<file path="config.mk">
export PLATFORM = sky130hd
export DESIGN_NAME = dff_fault_flags
export DESIGN_NICKNAME = d
export VERILOG_FILES = /design/src/dff_pkg.sv /design/src/dff_fault_flags.sv
export SDC_FILE = /design/constraint.sdc
export NUM_CORES = 1
export LEC_CHECK = 0
export BUFFER_PORTS_ARGS = -buffer_cell sky130_fd_sc_hd__buf_2
export CAP_MARGIN = 20
export CELL_PAD_IN_SITES_DETAIL_PLACEMENT = 1
export CELL_PAD_IN_SITES_GLOBAL_PLACEMENT = 1
export CORE_UTILIZATION = 37
export CTS_BUF_LIST = sky130_fd_sc_hd__clkbuf_16
export DETAILED_ROUTE_END_ITERATION = 7
export PLACE_DENSITY_LB_ADDON = 0.1
export SYNTH_ARGS = -nofsm -noshare
export SYNTH_HDL_FRONTEND = slang
export SYNTH_SLANG_ARGS = --single-unit
</file>
<file path="constraint.sdc">
create_clock -name mclk -period 5.1 [get_ports mclk]
set_clock_uncertainty 0.1 [all_clocks]
set_input_delay 0.51 -clock mclk [delete_from_list [all_inputs] [get_ports mclk]]
set_output_delay 0.51 -clock mclk [all_outputs]
set_load 0.1 [all_outputs]
</file>
<file path="src/dff_pkg.sv">
// constants for the diagnostic fault-flag unit
package dff_pkg;
   localparam logic [7:0]  ADDR_FLAG_WORD     = 8'ha3;
   localparam int          FLAG_COUNT         = 13;
   localparam int          BIT_ANALOG         = 0;
   localparam int          BIT_CLAMP          = 1;
   localparam int          BIT_TEMP           = 2;
   localparam int          BIT_SAT            = 3;
   localparam int          BIT_LOGIC          = 4;
   localparam int          BIT_RADIUS         = 5;
   localparam int          BIT_POWER_ON       = 6;
   localparam int          BIT_EE_SINGLE      = 7;
   localparam int          BIT_UNDERVOLT      = 8;
   localparam int          BIT_OVERVOLT       = 9;
   localparam int          BIT_EE_MULTI       = 10;
   localparam int          BIT_SHADOW_PAR     = 11;
   localparam int          BIT_OSC            = 12;
   localparam logic [31:0] FLAG_WORD_RESET    = 32'h0000_0040;
   localparam int          CLK_PERIOD_NS      = 100;
   localparam int          TEMP_INTERVAL_US   = 1500;
   localparam int          TEMP_CHECK_CYCLES  = TEMP_INTERVAL_US * 1000 / CLK_PERIOD_NS;
   localparam int          FILTER_MAX_UPDATES = 16;
   localparam logic [3:0]  OSC_START_UPDATES  = 4'ha;
   localparam int          OSC_TOL_PCT        = 20;
   localparam int          OSC_NOM_CYCLES     = 100;
   localparam int          ANGLE_W            = 16;
   typedef enum logic [2:0] {
      DFF_OSC_IDLE    = 3'b001,
      DFF_OSC_WAIT    = 3'b010,
      DFF_OSC_MEASURE = 3'b100
   } dff_osc_state_t;
endpackage

</file>
<file path="src/dff_fault_flags.sv">
// diagnostic fault-flag collector with masks, fault filters and read/report clearing
`timescale 1ns/1ps
//
// Operation
// [RULE_01] flags packed in read-only word, upper bits zero
// [RULE_02] non-critical flags clear on read/report after recovery
// [RULE_03] analog check failure sets flag, fault state
// [RULE_04] analog check mask suppresses its flag
// [RULE_05] clamp reached sets flag, clears after return
// [RULE_06] clamp mask keeps clamp flag low
// [RULE_07] clamp evaluated per update, filtered up to 16
// [RULE_08] temperature out of range sets flag, fault
// [RULE_09] temperature checked every 1.5 ms
// [RULE_10] temperature mask suppresses its flag
// [RULE_11] saturation is OR of four masked sub-flags
// [RULE_12] global saturation mask suppresses whole flag
// [RULE_13] filter sub-flag unless its mask set
// [RULE_14] channel sub-flag unless its mask set
// [RULE_15] correction sub-flag from three enabled checks; wrap
// [RULE_16] linearization sub-flag unless its mask set
// [RULE_17] saturation flag clears on read/report after recovery
// [RULE_18] saturation evaluated per update, filtered up to 16
// [RULE_19] oscillator deviation over 20% latches critical flag
// [RULE_20] oscillator check every 10 updates, maskable
// [RULE_21] power-on flag clears only after first update
// [RULE_22] eeprom multi-bit flag unmaskable, reset-only clear
// [RULE_23] masked flag reads zero, no fault state
module dff_fault_flags
   import dff_pkg::*;
#(
   parameter int TEMP_CHECK_CYC = TEMP_CHECK_CYCLES,
   parameter int OSC_NOM_CYC    = OSC_NOM_CYCLES
)(
   input  wire logic                mclk,
   input  wire logic                reset,
   input  wire logic                angle_update,
   input  wire logic [ANGLE_W-1:0]  angle_value,
   input  wire logic [ANGLE_W-1:0]  upper_clamp_value,
   input  wire logic [ANGLE_W-1:0]  lower_clamp_value,
   input  wire logic [ANGLE_W-1:0]  pre_gain_result,
   input  wire logic [ANGLE_W-1:0]  angle_window_low,
   input  wire logic [ANGLE_W-1:0]  angle_window_high,
   input  wire logic [ANGLE_W:0]    gain_result_raw,
   input  wire logic                offset_overflow,
   input  wire logic                angle_window_check_enable,
   input  wire logic                gain_overflow_check_enable,
   input  wire logic                offset_overflow_check_enable,
   input  wire logic                filter_saturation,
   input  wire logic                channel_saturation,
   input  wire logic                linearization_overrange,
   input  wire logic                filter_subflag_mask,
   input  wire logic                channel_subflag_mask,
   input  wire logic                correction_subflag_mask,
   input  wire logic                linearization_subflag_mask,
   input  wire logic                saturation_global_mask,
   input  wire logic [3:0]          fault_filter_setting,
   input  wire logic                analog_check_fail,
   input  wire logic                temperature_out_of_range,
   input  wire logic                logic_check_fail,
   input  wire logic                radius_out_of_range,
   input  wire logic                undervoltage,
   input  wire logic                overvoltage,
   input  wire logic                eeprom_single_error,
   input  wire logic                eeprom_multi_error,
   input  wire logic                shadow_parity_error,
   input  wire logic                watchdog_osc,
   input  wire logic                analog_check_mask,
   input  wire logic                clamp_flag_mask,
   input  wire logic                temperature_flag_mask,
   input  wire logic                oscillator_flag_mask,
   input  wire logic                power_on_mask,
   input  wire logic                radius_mask,
   input  wire logic                eeprom_single_mask,
   input  wire logic                shadow_parity_mask,
   input  wire logic                reg_rd_en,
   input  wire logic [7:0]          reg_addr,
   input  wire logic                report_done,
   output logic [31:0]              rd_data_r,
   output logic                     rd_valid_r,
   output logic [FLAG_COUNT-1:0]    flag_word_r,
   output logic                     fault_state_r,
   output logic [ANGLE_W-1:0]       gain_result_r,
   output logic                     filter_sat_subflag_r,
   output logic                     channel_sat_subflag_r,
   output logic                     correction_sat_subflag_r,
   output logic                     linearization_sat_subflag_r
);
   localparam int OSC_LO     = OSC_NOM_CYC * (100 - OSC_TOL_PCT) / 100;
   localparam int OSC_HI     = OSC_NOM_CYC * (100 + OSC_TOL_PCT) / 100;
   localparam int OSC_CNT_W  = $clog2(OSC_HI + 2);
   localparam int TEMP_CNT_W = $clog2(TEMP_CHECK_CYC + 1);

   // elaboration check: refuse parameters the counters cannot serve
   if (TEMP_CHECK_CYC < 1 || OSC_NOM_CYC < 5)
   begin : g_bad_param
      $error("dff_fault_flags: parameter out of range");
   end

   // one-update step of a saturating filter counter
   function automatic logic [3:0] filt_step(input logic cond, input logic [3:0] cnt);
      filt_step = (cond && cnt != 4'hf) ? cnt + 4'h1 : (cond ? cnt : 4'h0);
   endfunction

   // sticky flag: set wins over clear; clear only when cause is gone
   function automatic logic sticky(input logic flag, input logic set, input logic active,
                                   input logic clr);
      sticky = set | (flag & ~(clr & ~active));
   endfunction

   logic                 wd_sync1_r, wd_sync2_r, wd_prev_r;
   logic [3:0]           clamp_cnt_r, clamp_cnt_nxt, sat_cnt_r, sat_cnt_nxt;
   logic                 clamp_act_r, clamp_act_nxt, sat_act_r, sat_act_nxt;
   logic [TEMP_CNT_W-1:0] temp_cnt_r, temp_cnt_nxt;
   logic                 temp_act_r, temp_act_nxt;
   logic                 first_upd_r, first_upd_nxt;
   logic [3:0]           osc_upd_r, osc_upd_nxt;
   logic [OSC_CNT_W-1:0] osc_cnt_r, osc_cnt_nxt;
   dff_osc_state_t       osc_st_r, osc_st_nxt;
   logic                 osc_fail;
   logic [FLAG_COUNT-1:0] flag_nxt, mask_vec, cond_vec, set_vec;
   logic [31:0]          rd_data_nxt;
   logic                 rd_valid_nxt, fault_nxt, clr, word_read, wd_rise;
   logic [ANGLE_W-1:0]   gain_nxt;
   logic                 filt_sf, chan_sf, cor_sf, lin_sf, sat_cond, clamp_cond;

   assign wd_rise   = wd_sync2_r & ~wd_prev_r;
   assign word_read = reg_rd_en && reg_addr == ADDR_FLAG_WORD;
   assign clr       = word_read | report_done;                            // see [RULE_02]

   // saturation sub-flags and gain wrap/saturate
   always_comb
   begin
      filt_sf  = filter_saturation & ~filter_subflag_mask;                 // see [RULE_13]
      chan_sf  = channel_saturation & ~channel_subflag_mask;               // see [RULE_14]
      cor_sf   = ~correction_subflag_mask &                                // see [RULE_15]
                 ((angle_window_check_enable &&
                   (pre_gain_result < angle_window_low ||
                    pre_gain_result > angle_window_high)) ||
                  (gain_overflow_check_enable && gain_result_raw[ANGLE_W]) ||
                  (offset_overflow_check_enable && offset_overflow));
      lin_sf   = linearization_overrange & ~linearization_subflag_mask;    // see [RULE_16]
      sat_cond = (filt_sf | chan_sf | cor_sf | lin_sf) & ~saturation_global_mask; // see [RULE_11]
      if (gain_overflow_check_enable && gain_result_raw[ANGLE_W])
      begin
         gain_nxt = {ANGLE_W{1'b1}};
      end
      else
      begin
         gain_nxt = gain_result_raw[ANGLE_W-1:0];                          // see [RULE_15]
      end
      clamp_cond = ~clamp_flag_mask &&                                     // see [RULE_06]
                   (angle_value >= upper_clamp_value || angle_value <= lower_clamp_value);
   end

   // per-update fault filters, temperature sampling, first-update tracking
   always_comb
   begin
      clamp_cnt_nxt = clamp_cnt_r;
      clamp_act_nxt = clamp_act_r;
      sat_cnt_nxt   = sat_cnt_r;
      sat_act_nxt   = sat_act_r;
      first_upd_nxt = first_upd_r | angle_update;                          // see [RULE_21]
      if (angle_update)
      begin
         clamp_cnt_nxt = filt_step(clamp_cond, clamp_cnt_r);               // see [RULE_07]
         clamp_act_nxt = clamp_cond && clamp_cnt_r >= fault_filter_setting;
         sat_cnt_nxt   = filt_step(sat_cond, sat_cnt_r);                   // see [RULE_18]
         sat_act_nxt   = sat_cond && sat_cnt_r >= fault_filter_setting;
      end
      temp_act_nxt = temp_act_r;
      temp_cnt_nxt = temp_cnt_r + 1'b1;
      if (temp_cnt_r == TEMP_CNT_W'(TEMP_CHECK_CYC - 1))                   // see [RULE_09]
      begin
         temp_cnt_nxt = '0;
         temp_act_nxt = temperature_out_of_range;                          // see [RULE_08]
      end
   end

   // oscillator comparison against the synchronised watchdog oscillator
   always_comb
   begin
      osc_st_nxt  = osc_st_r;
      osc_cnt_nxt = osc_cnt_r;
      osc_upd_nxt = osc_upd_r;
      osc_fail    = 1'b0;
      case (osc_st_r)
         DFF_OSC_IDLE:
         begin
            if (angle_update)
            begin
               osc_upd_nxt = osc_upd_r + 4'h1;
               if (osc_upd_r == OSC_START_UPDATES - 4'h1)                  // see [RULE_20]
               begin
                  osc_upd_nxt = 4'h0;
                  osc_st_nxt  = DFF_OSC_WAIT;
               end
            end
         end
         DFF_OSC_WAIT:
         begin
            // start at one so a full watchdog period counts as its own length
            osc_cnt_nxt = OSC_CNT_W'(1);
            if (wd_rise)
            begin
               osc_st_nxt = DFF_OSC_MEASURE;
            end
         end
         DFF_OSC_MEASURE:
         begin
            osc_cnt_nxt = osc_cnt_r + 1'b1;
            if (wd_rise || osc_cnt_r > OSC_CNT_W'(OSC_HI))
            begin
               osc_fail   = osc_cnt_r < OSC_CNT_W'(OSC_LO) ||              // see [RULE_19]
                            osc_cnt_r > OSC_CNT_W'(OSC_HI);
               osc_st_nxt = DFF_OSC_IDLE;
            end
         end
         default:
         begin
            osc_st_nxt = DFF_OSC_IDLE;
         end
      endcase
   end

   // flag word
   always_comb
   begin
      mask_vec = '0;
      mask_vec[BIT_ANALOG]     = analog_check_mask;                        // see [RULE_04]
      mask_vec[BIT_CLAMP]      = clamp_flag_mask;
      mask_vec[BIT_TEMP]       = temperature_flag_mask;                    // see [RULE_10]
      mask_vec[BIT_SAT]        = saturation_global_mask;                   // see [RULE_12]
      mask_vec[BIT_RADIUS]     = radius_mask;
      mask_vec[BIT_POWER_ON]   = power_on_mask;
      mask_vec[BIT_EE_SINGLE]  = eeprom_single_mask;
      mask_vec[BIT_SHADOW_PAR] = shadow_parity_mask;
      mask_vec[BIT_OSC]        = oscillator_flag_mask;                     // see [RULE_20]
      cond_vec = '0;
      cond_vec[BIT_ANALOG]     = analog_check_fail;                        // see [RULE_03]
      cond_vec[BIT_CLAMP]      = clamp_act_r;                              // see [RULE_05]
      cond_vec[BIT_TEMP]       = temp_act_r;
      cond_vec[BIT_SAT]        = sat_act_r;                                // see [RULE_17]
      cond_vec[BIT_LOGIC]      = logic_check_fail;
      cond_vec[BIT_RADIUS]     = radius_out_of_range;
      cond_vec[BIT_POWER_ON]   = ~first_upd_r;                             // see [RULE_21]
      cond_vec[BIT_EE_SINGLE]  = eeprom_single_error;
      cond_vec[BIT_UNDERVOLT]  = undervoltage;
      cond_vec[BIT_OVERVOLT]   = overvoltage;
      cond_vec[BIT_EE_MULTI]   = eeprom_multi_error;                       // see [RULE_22]
      cond_vec[BIT_SHADOW_PAR] = shadow_parity_error;
      cond_vec[BIT_OSC]        = osc_fail;
      set_vec = cond_vec & ~mask_vec;                                      // see [RULE_23]
      set_vec[BIT_POWER_ON] = 1'b0;
      for (int i = 0; i < FLAG_COUNT; i++)
      begin
         flag_nxt[i] = sticky(flag_word_r[i], set_vec[i], cond_vec[i], clr);
      end
      // critical flags ignore read/report clear; a mask still clears the maskable ones
      flag_nxt[BIT_EE_MULTI]   = flag_word_r[BIT_EE_MULTI] | set_vec[BIT_EE_MULTI];
      flag_nxt[BIT_SHADOW_PAR] = flag_word_r[BIT_SHADOW_PAR] | set_vec[BIT_SHADOW_PAR];
      flag_nxt[BIT_OSC]        = flag_word_r[BIT_OSC] | set_vec[BIT_OSC];  // see [RULE_19]
      flag_nxt = flag_nxt & ~mask_vec;                                     // see [RULE_23]
      fault_nxt = |(flag_nxt & ~(FLAG_COUNT'(1) << BIT_EE_SINGLE));        // see [RULE_03]
      rd_valid_nxt = reg_rd_en;
      rd_data_nxt  = '0;
      if (word_read)
      begin
         rd_data_nxt = {{(32 - FLAG_COUNT){1'b0}}, flag_word_r & ~mask_vec}; // see [RULE_01]
      end
   end

   always_ff @(posedge mclk)
   begin
      if (reset)
      begin
         wd_sync1_r    <= 1'b0;
         wd_sync2_r    <= 1'b0;
         wd_prev_r     <= 1'b0;
         clamp_cnt_r   <= 4'h0;
         clamp_act_r   <= 1'b0;
         sat_cnt_r     <= 4'h0;
         sat_act_r     <= 1'b0;
         temp_cnt_r    <= '0;
         temp_act_r    <= 1'b0;
         first_upd_r   <= 1'b0;
         osc_upd_r     <= 4'h0;
         osc_cnt_r     <= '0;
         osc_st_r      <= DFF_OSC_IDLE;
         flag_word_r   <= FLAG_WORD_RESET[FLAG_COUNT-1:0];                 // see [RULE_21]
         fault_state_r <= 1'b0;
         rd_data_r     <= 32'h0000_0000;
         rd_valid_r    <= 1'b0;
         gain_result_r <= '0;
         filter_sat_subflag_r        <= 1'b0;
         channel_sat_subflag_r       <= 1'b0;
         correction_sat_subflag_r    <= 1'b0;
         linearization_sat_subflag_r <= 1'b0;
      end
      else
      begin
         wd_sync1_r    <= watchdog_osc;
         wd_sync2_r    <= wd_sync1_r;
         wd_prev_r     <= wd_sync2_r;
         clamp_cnt_r   <= clamp_cnt_nxt;
         clamp_act_r   <= clamp_act_nxt;
         sat_cnt_r     <= sat_cnt_nxt;
         sat_act_r     <= sat_act_nxt;
         temp_cnt_r    <= temp_cnt_nxt;
         temp_act_r    <= temp_act_nxt;
         first_upd_r   <= first_upd_nxt;
         osc_upd_r     <= osc_upd_nxt;
         osc_cnt_r     <= osc_cnt_nxt;
         osc_st_r      <= osc_st_nxt;
         flag_word_r   <= flag_nxt;
         fault_state_r <= fault_nxt;
         rd_data_r     <= rd_data_nxt;
         rd_valid_r    <= rd_valid_nxt;
         gain_result_r <= gain_nxt;
         filter_sat_subflag_r        <= filt_sf;
         channel_sat_subflag_r       <= chan_sf;
         correction_sat_subflag_r    <= cor_sf;
         linearization_sat_subflag_r <= lin_sf;
      end
   end
endmodule

</file>
==> impl_metrics.json, run 1 <==
{
  "fp.dieW_um": 122.9,
  "via_per_inst": 5.018,
  "crit_path_end": "fault_state_r",
  "place_inst": 1037,
  "cts_max_level": 3,
  "drc": 0,
  "hold_viol": 0,
  "grtUsageTotal": 0.2106,
  "post-cts-setup-buffers": 0,
  "synth_edf_count": 0,
  "portBuffers": 207,
  "drive_gt1_frac": 0.2669,
  "start_kind": "input pin",
  "finalSetupViolCount": 0,
  "die_area_um2": 15110,
  "async_flop_share": 0,
  "clk_path_buf_depth": 2,
  "cts_root_buf": "clkbuf_16",
  "ys_warn_count": 0,
  "hp-class": "input pin to flip-flop",
  "cts_hold_buffers": 0,
  "r2r-start": "osc_st_r[0]",
  "die_h_um": 122.9,
  "final_common_cell": "buf_2",
  "pin_count": 227,
  "worstSetupEndpointType": "flip-flop",
  "cts_tree": "yes",
  "grt.overflow.total": 0,
  "wl_um": 15550,
  "num_antenna_cells": 0,
  "core_um2": 14100,
  "drt_iter0_drc": 182,
  "worstReg2RegEnd": "fault_state_r",
  "final_nets": 1104,
  "fmax_mhz": 393.6,
  "cap_viol_max_count": 0,
  "grt_pass1_vias": 5517,
  "synthCells": 665,
  "initial_utilization": 0.3837,
  "ys_seq_area_frac": 0.3368,
  "p_per_area_nw_per_um2": 283.3,
  "worst_slew_pin_slew_ns": 0.6400,
  "mostFrequentLayoutCells": "207 x buf_2, 91 x dfxtp_1, 82 x nor2_1",
  "worst_slack_ns": 2.559,
  "vias": 5284,
  "ir_drop_uv": 160.3,
  "slew_viol_final": 0,
  "numCtsBuffers": 9,
  "slew_headroom": 0.5733,
  "crit_start": "reg_addr[2]",
  "dpl.hpwl_um": 12710,
  "rows": 43,
  "synth_seq_cells": 91,
  "area_delta_synth_final_pct": 27.02,
  "antenna_found_initial": 1,
  "pre_cts_ws_ns": 2.179,
  "ant_nets": 0,
  "worst-r2r-cell-count": 6,
  "rsz0062_at_grt": "false",
  "cp.arrival_ns": 2.65,
  "syn_avg_cell_area_um2": 8.134,
  "grt_max_degree": 62,
  "clock_latency_ns": 0.35,
  "cts_sinks": 91,
  "instances_no_fill": 1053,
  "place_congestion": 0.8274,
  "fillerInstances": 1766,
  "period_needed_ns": 2.541,
  "cts_resized": 0,
  "synth_cell_type_count": 55,
  "synthesis.area_um2": 5409,
  "grt_pass1_wl_um": 25180,
  "p_leak_nw": 3.543,
  "wl_per_cell_um": 14.77,
  "setup_tns_ns": 0,
  "synthFlopType": "dfxtp_1",
  "rrSetupSlack_ns": 3.04,
  "period_share": 0.4982,
  "crit_fanout": 10,
  "path_clk_slew_ns": 0.07,
  "dr.pass1.iters": 4,
  "outcome": "finished, final reports clean",
  "critPathKind": "input pin to flip-flop",
  "required_ns": 5.21
}
[report_power, final]
group / internal, mW / switching (mW) / leakage (nW)
Sequential: 0.737 / 0.0234 / 0.744
Clock: 0.435 / 0.293 / 0.162
Combinational: 0.139 / 0.320 / 2.64
[final cells by class]
type	count	area, um^2	share of cell area
multi-input cells	476	3148	0.4582
well taps	180	225.2	0.03278
flip-flops and latches	91	1822	0.2652
repair buffers	208	1044	0.1519
inverters	82	307.8	0.04480
clock buffers	9	225.2	0.03278
clock inverters	7	98.84	0.01439
[kinds of logic after synthesis]
logic type / Yosys count / synth area share
xor gates and xnor gates: 16 / 0.02591
buffers and inverters: 116 / 0.09368
DFF: 91 / 0.3368
adders and majority gates: 76 / 0.1758
muxes: 3 / 0.005552
AOI/OAI and AO/OA: 120 / 0.1402
and+or+nand+nor: 242 / 0.2214
other: 1 / 0.0006933
[registers in the layout, indices dropped and copies added (netlist names), 3 cells and up]
name / cells
flag_word_r: 13
temp_cnt_r: 14
rd_data_r: 13
gain_result_r: 16
osc_upd_r: 4
osc_st_r: 3
sat_cnt_r: 4
clamp_cnt_r: 4
osc_cnt_r: 7
[worst min-delay path by stage]
| stage | to | start | slack (ns) | depth (start not counted) |
|---|---|---|---|---|
| 2_1_floorplan | wd_sync2_r | wd_sync1_r | 0.31 | 1 |
| 3_3_place_gp | wd_sync2_r | wd_sync1_r | 0.32 | 1 |
| 5_1_grt | correction_sat_subflag_r | correction_subflag_mask | 0.24 | 2 |
| 6_report | correction_sat_subflag_r | correction_subflag_mask | 0.24 | 2 |
| 4_1_cts | correction_sat_subflag_r | correction_subflag_mask | 0.23 | 2 |
| 3_5_place_dp | temp_cnt_r[0] | temp_cnt_r[0] | 0.34 | 1 |
[layer usage]
layer  vias up  part of all wire  GRT usage
met5         -           0.00064          0
met4         2            0.0084    0.04345
met3        15             0.078    0.06596
met2       179              0.49     0.3862
met1      2446              0.43     0.2372
li1       2642                 -          -
[stage by stage]
| step | hold slack [ns] | util | total power [mW] | cell area [um^2] |
|---|---|---|---|---|
| 4_1_cts | 0.2280 | 0.4874 | 1.969 | 6870 |
| 6_report | 0.2444 | 0.4874 | 1.947 | 6870 |
| 3_3_place_gp | 0.3171 | 0.4644 | 1.219 | 6546 |
| 3_5_place_dp | 0.3449 | 0.4644 | 1.236 | 6546 |
| 5_1_grt | 0.2386 | 0.4874 | 2.047 | 6870 |
| 2_1_floorplan | 0.3138 | - | 1.109 | 5477 |
[critical path, stage by stage]
cell	delay (ns)
buf_2	0.10
nor4b_1	0.33
nand3_1	0.18
nor3_4	0.41
nor2_2	0.21
a21oi_1	0.25
o22ai_1	0.13
a2111oi_0	0.42
nor2_1	0.10
[synth_stat cells, drive strengths merged, types with 3 or more instances]
cell    count  area (um^2)
nor3       20        111.4
nor3b       9        67.56
xnor2       5        43.79
mux2i       3        30.03
and3       14        87.58
a21oi      51        255.2
nand2b     10        62.56
dfxtp      91         1822
clkbuf     14        52.55
a21o       11        82.58
inv        81        304.0
or3         4        25.02
xor2       11        96.34
o211ai      4        30.03
and2        4        25.02
nor2b      14        87.58
nand4      16        100.1
nand3      21        105.1
o21ai      24        120.1
nor2       83        314.1
nand2      40        150.1
ha         76        950.9
a211oi      5        37.54
nor4        3        25.02
a221oi      3        32.53
buf        20        146.4
(Power assumes the default switching activity.)
==> inputs of run 2 (changes only) <==
--- a/config.mk
+++ b/config.mk
@@ -9,7 +9,7 @@
 export CAP_MARGIN = 20
 export CELL_PAD_IN_SITES_DETAIL_PLACEMENT = 1
 export CELL_PAD_IN_SITES_GLOBAL_PLACEMENT = 1
-export CORE_UTILIZATION = 37
+export CORE_UTILIZATION = 31
 export CTS_BUF_LIST = sky130_fd_sc_hd__clkbuf_16
 export DETAILED_ROUTE_END_ITERATION = 7
 export PLACE_DENSITY_LB_ADDON = 0.1
==> constraint.sdc (replaced) <==
create_clock -name mclk -period 2.3 [get_ports mclk]
set_clock_uncertainty 0.1 [all_clocks]
set_input_delay 0.23 -clock mclk [delete_from_list [all_inputs] [get_ports mclk]]
set_output_delay 0.23 -clock mclk [all_outputs]
set_load 0.1 [all_outputs]
==> run 2 against run 1 <==
Net effect: total power increased by 120%; highest routed layer unchanged; via count increased by 3.1%; global-route usage decreased by 2.3 points.
==> impl_metrics.json, run 2 (synthesis gave the netlist of run 1 again) <==
{
  "fillerInstances": 2114,
  "cts_max_level": 3,
  "path_clk_slew_ns": 0.06,
  "grt.met2_usage": 0.3362,
  "cap_viol_max_count": 0,
  "period_needed_ns": 2.158,
  "critPathKind": "input pin to flip-flop",
  "ant_nets": 0,
  "drt_iter0_drc": 137,
  "core_um2": 16820,
  "place_congestion": 0.8050,
  "start_kind": "input pin",
  "mostFrequentLayoutCells": "207 x buf_2, 91 x dfxtp_1, 82 x nor2_1",
  "finalSetupViolCount": 0,
  "min_path_cells": 3,
  "slowest_delay_ns": 0.55,
  "rrSetupSlack_ns": 0.36,
  "grtUsageTotal": 0.1872,
  "power_frac_seq": 0.397,
  "cts_root_buf": "clkbuf_16",
  "met1_usage": 0.2185,
  "setup_tns_ns": 0,
  "p_int_mw": 2.836,
  "clock_latency_ns": 0.34,
  "vias": 5446,
  "met3_usage": 0.05367,
  "comb_power_share": 0.259,
  "grt_max_degree": 61,
  "worst_slew_pin_slew_ns": 0.6601,
  "cts_sinks": 91,
  "reg_top3": "gain_result_r: 16 flops, temp_cnt_r: 14 flops",
  "dpl.hpwl_um": 13340,
  "die_area_um2": 17980,
  "antenna_found_initial": 2,
  "hold_viol": 0,
  "placed_cell_area_um2": 6769,
  "fmax_mhz": 463.4,
  "cts_tree": "yes",
  "dr.pass1.iters": 4,
  "hp-class": "input pin to flip-flop",
  "power.switching_mw": 1.391,
  "ir_drop_uv": 375.1,
  "busiest_layer": "met2",
  "area_delta_synth_final_pct": 35.32,
  "p_per_area_nw_per_um2": 577.4,
  "drive_gt1_frac": 0.2800,
  "clk_path_buf_depth": 2,
  "grt_pass1_vias": 5741,
  "slew_viol_final": 0,
  "worstSetupEndpointType": "flip-flop",
  "final_common_cell": "buf_2",
  "drc": 0,
  "wl_um": 16390,
  "period_share": 0.9382,
  "slew_headroom": 0.5599,
  "crit_fanout": 6,
  "top_register": "gain_result_r",
  "worst-r2r-cell-count": 8,
  "portBuffers": 207,
  "pin_count": 227,
  "p_leak_nw": 3.728,
  "switching_share": 0.3290,
  "cp_cell_sequence": "buf_2 -> ha_1 -> nand4_1 -> or4_4 -> a221oi_2 -> nor3_1 -> a211o_1 -> nand3b_4 -> a2bb2oi_2 -> a21oi_1",
  "largest_reg_flops": 16,
  "grt_pass1_wl_um": 26970,
  "rows": 47,
  "numCtsBuffers": 9,
  "rsz0062_at_grt": "false",
  "outcome": "finished, final reports clean",
  "worst_path_max_delay_cell": "or4_4",
  "post-cts-setup-buffers": 0,
  "die_h_um": 134.1,
  "cp.arrival_ns": 2.25,
  "grt.overflow.total": 0,
  "initial_utilization": 0.3216,
  "wl_per_cell_um": 14.39,
  "final_cell_area_um2": 7320,
  "fp.dieW_um": 134.1,
  "power_frac_clock": 0.344,
  "required_ns": 2.39,
  "via_per_inst": 4.781,
  "final_nets": 1149
}
run 2: cell types whose count changed in the layout (fill, tap and decap cells not counted), sizes merged:
cell / previous run / this run
bufinv: 2 / 1
inv: 84 / 83
clkinvlp: 0 / 3
clkinv: 3 / 2
buf: 208 / 231
dlygate4sd3: 0 / 22
diode: 0 / 1
run 2: layer usage:
metal  up-vias  share of wire
met1      2496           0.43
li1       2737              -
met4         2          0.011
met2       194           0.49
met5         -        0.00085
met3        17          0.076
run 2: through the flow:
| stage | total power [mW] | setup WS [ns] | std cells | hold WS [ns] | utilization |
|---|---|---|---|---|---|
| final | 4.227 | 0.1422 | 1139 | 0.008777 | 0.4352 |
| after global routing | 4.480 | 0.003950 | 1139 | 0.02366 | 0.4352 |
| after CTS | 4.289 | 0.08210 | 1138 | 0.007304 | 0.4330 |
| after detailed placement | 2.777 | -0.2891 | 1100 | 0.3136 | 0.4025 |
| after global placement | 2.743 | -0.1907 | 1100 | 0.3130 | 0.4025 |
| after floorplan | 2.459 | 0.02291 | 683 | 0.2058 | - |
run 2: area by class of cell:
cell class	count	area, um^2	area share
antenna	1	2.502	0.0003419
clock buffer	9	225.2	0.03077
clock inverter	7	68.82	0.009402
inverter	82	307.8	0.04205
multi-input combinational	476	3182	0.4347
sequential	91	1822	0.2489
tap	220	275.3	0.03761
timing repair buffer	253	1436	0.1962
run 2: final timing paths:
path,start,end
worst max-delay path,pre_gain_result[11],sat_cnt_r[1]
worst min-delay path,gain_result_raw[0],gain_result_r[0]
worst max register to register,osc_cnt_r[0],fault_state_r
worst min register to register,wd_sync1_r,wd_sync2_r
run 2: critical path: cells and delay by family:
family | cells | cell delay (ns)
buffers and inverters | 1 | 0.11
AOI/OAI and AO/OA | 4 | 0.70
and+or+nand+nor | 4 | 0.93
adders and majority gates | 1 | 0.29
run 2: timing repair:
item	4_1_cts	5_1_grt
hold endpoints to repair	27	0
hold buffers	22	0
gates resized for setup	0	6
endpoints found under the setup margin	0	9
run 2: power groups by stage:
stage	Combinational [mW]	Sequential (mW)	Clock, mW
after floorplan	0.517	1.94	0
after global placement	1.03	1.71	0
after detailed placement	1.06	1.71	0
after CTS	1.10	1.68	1.52
after global routing	1.20	1.69	1.59
final	1.09	1.68	1.45
==> inputs of run 3 (changes only) <==
--- a/config.mk
+++ b/config.mk
@@ -5,11 +5,12 @@
 export SDC_FILE = /design/constraint.sdc
 export NUM_CORES = 1
 export LEC_CHECK = 0
+export ABC_CLOCK_PERIOD_IN_PS = 2300
 export BUFFER_PORTS_ARGS = -buffer_cell sky130_fd_sc_hd__buf_2
-export CAP_MARGIN = 20
+export CAP_MARGIN = 15
 export CELL_PAD_IN_SITES_DETAIL_PLACEMENT = 1
 export CELL_PAD_IN_SITES_GLOBAL_PLACEMENT = 1
-export CORE_UTILIZATION = 31
+export CORE_UTILIZATION = 30
 export CTS_BUF_LIST = sky130_fd_sc_hd__clkbuf_16
 export DETAILED_ROUTE_END_ITERATION = 7
 export PLACE_DENSITY_LB_ADDON = 0.1
==> run 3 against run 2 <==
Net effect: total power grew 0.96%; cell area up 0.17%; flip-flop and latch count is the same; wire length is 2.9% lower; global-route usage decreased by 1.2 points; critical path type unchanged; largest cell class unchanged; largest power group unchanged.
==> impl_metrics.json, run 3 (synthesis gave the netlist of run 1 again) <==
{
  "fp.dieW_um": 136.3,
  "p_leak_nw": 3.739,
  "dpl.hpwl_um": 12880,
  "initial_utilization": 0.3095,
  "clk_path_buf_depth": 2,
  "rsz0062_at_grt": "false",
  "required_ns": 2.39,
  "setup_tns_ns": 0,
  "top_register": "gain_result_r",
  "clock_latency_ns": 0.34,
  "dr.pass1.iters": 4,
  "place_congestion": 0.8006,
  "wl_per_cell_um": 13.93,
  "area_delta_synth_final_pct": 35.55,
  "ant_nets": 0,
  "die_area_um2": 18570,
  "period_share": 0.9543,
  "slew_headroom": 0.5615,
  "grt_max_degree": 61,
  "cts_max_level": 3,
  "cts_root_buf": "clkbuf_16",
  "switching_share": 0.3321,
  "largest_reg_flops": 16,
  "num_antenna_cells": 0,
  "antenna_found_initial": 2,
  "grt.overflow.total": 0,
  "worst_slew_pin_slew_ns": 0.6578,
  "path_clk_slew_ns": 0.06,
  "outcome": "finished, final reports clean",
  "portBuffers": 207,
  "power.switching_mw": 1.417,
  "grt_pass1_vias": 5772,
  "cap_viol_max_count": 0,
  "crit_fanout": 6,
  "fillerInstances": 2175,
  "critPathKind": "input pin to flip-flop",
  "grtUsageTotal": 0.1752,
  "p_int_mw": 2.850,
  "rrSetupSlack_ns": 0.34,
  "worstSetupEndpointType": "flip-flop",
  "final_nets": 1148,
  "die_h_um": 136.3,
  "power_frac_clock": 0.350,
  "drive_gt1_frac": 0.2835,
  "reg_top3": "gain_result_r: 16 flops, temp_cnt_r: 14 flops",
  "p_per_area_nw_per_um2": 582.0,
  "rows": 48,
  "hold_viol": 0,
  "pin_count": 227,
  "cp.arrival_ns": 2.29,
  "drt_iter0_drc": 141,
  "start_kind": "input pin",
  "hp-class": "input pin to flip-flop",
  "regArea_um2": 1822,
  "final_common_cell": "buf_2",
  "finalSetupViolCount": 0,
  "period_needed_ns": 2.195,
  "core_um2": 17480,
  "fin_hold_ws_ns": 0.002348,
  "wl_um": 15910,
  "mostFrequentLayoutCells": "207 x buf_2, 91 x dfxtp_1, 82 x nor2_1",
  "power_frac_seq": 0.393,
  "ir_drop_uv": 374.5,
  "multi_input_area_um2": 3196,
  "vias": 5426,
  "fmax_mhz": 455.6,
  "comb_power_share": 0.257,
  "drc": 0,
  "grt_pass1_wl_um": 26010,
  "numCtsBuffers": 9,
  "via_per_inst": 4.751,
  "cts_sinks": 91,
  "cts_tree": "yes",
  "slew_viol_final": 0
}
run 3: cell types whose count changed in the layout (fill, tap and decap cells not counted), sizes merged:
cell,change
dlygate4sd3,-1
inv,+1
clkinv,+1
diode,-1
clkinvlp,-2
run 3: power by group through the flow:
stage	registers, mW	clock network (mW)	logic (mW)
2_1_floorplan	1.94	0	0.517
3_3_place_gp	1.71	0	1.03
6_report	1.68	1.49	1.10
3_5_place_dp	1.71	0	1.06
5_1_grt	1.68	1.59	1.21
4_1_cts	1.68	1.55	1.09
run 3: through the flow:
stage,cell area (um^2),worst slack [ns],utilization,cells,power [mW]
global placement,6760,-0.2219,0.3868,1103,2.738
global route,7332,0.003280,0.4195,1142,4.482
finish,7332,0.1052,0.4195,1142,4.267
detailed placement,6760,-0.3764,0.3868,1103,2.773
floorplan,5477,0.02291,-,683,2.459
CTS,7278,0.01112,0.4165,1140,4.321
run 3: layout make-up:
cell class                      count  area share
Clock buffer                        9     0.03072
Clock inverter                      7     0.01007
Inverter                           82     0.04198
Multi-Input combinational cell    476      0.4358
Sequential cell                    91      0.2485
Tap cell                          225     0.03840
Timing Repair Buffer              252      0.1945
run 3: worst max-delay path, stage by stage:
cell and delay (ns):
buf_2 0.11, ha_1 0.30, nand4_1 0.14, or4_4 0.56
a221oi_4 0.21, nor3_2 0.09, a211o_1 0.31, nand3b_4 0.12
a2bb2oi_2 0.14, a21oi_1 0.08
run 3: path summary, 6_finish.rpt:
path	startpoint	to	cells after the start
max	pre_gain_result[10]	sat_cnt_r[1]	10
min	gain_result_raw[14]	gain_result_r[14]	3
max reg2reg	osc_cnt_r[0]	fault_state_r	8
min reg2reg	wd_sync1_r	wd_sync2_r	1
run 3: layer usage:
layer,vias up,part of all wire,GRT usage
met5,-,0.0017,0
met4,4,0.012,0.04568
met3,20,0.073,0.05071
met2,177,0.48,0.3133
met1,2490,0.44,0.2018
li1,2735,-,-
run 3: timing repair:
item	in CTS	in global routing
resized for setup	1	6
pin swaps	0	3
buffers inserted	0	2
setup endpoints to repair	1	9
hold buffers	21	0
cloned	0	0
hold endpoints to repair	25	0
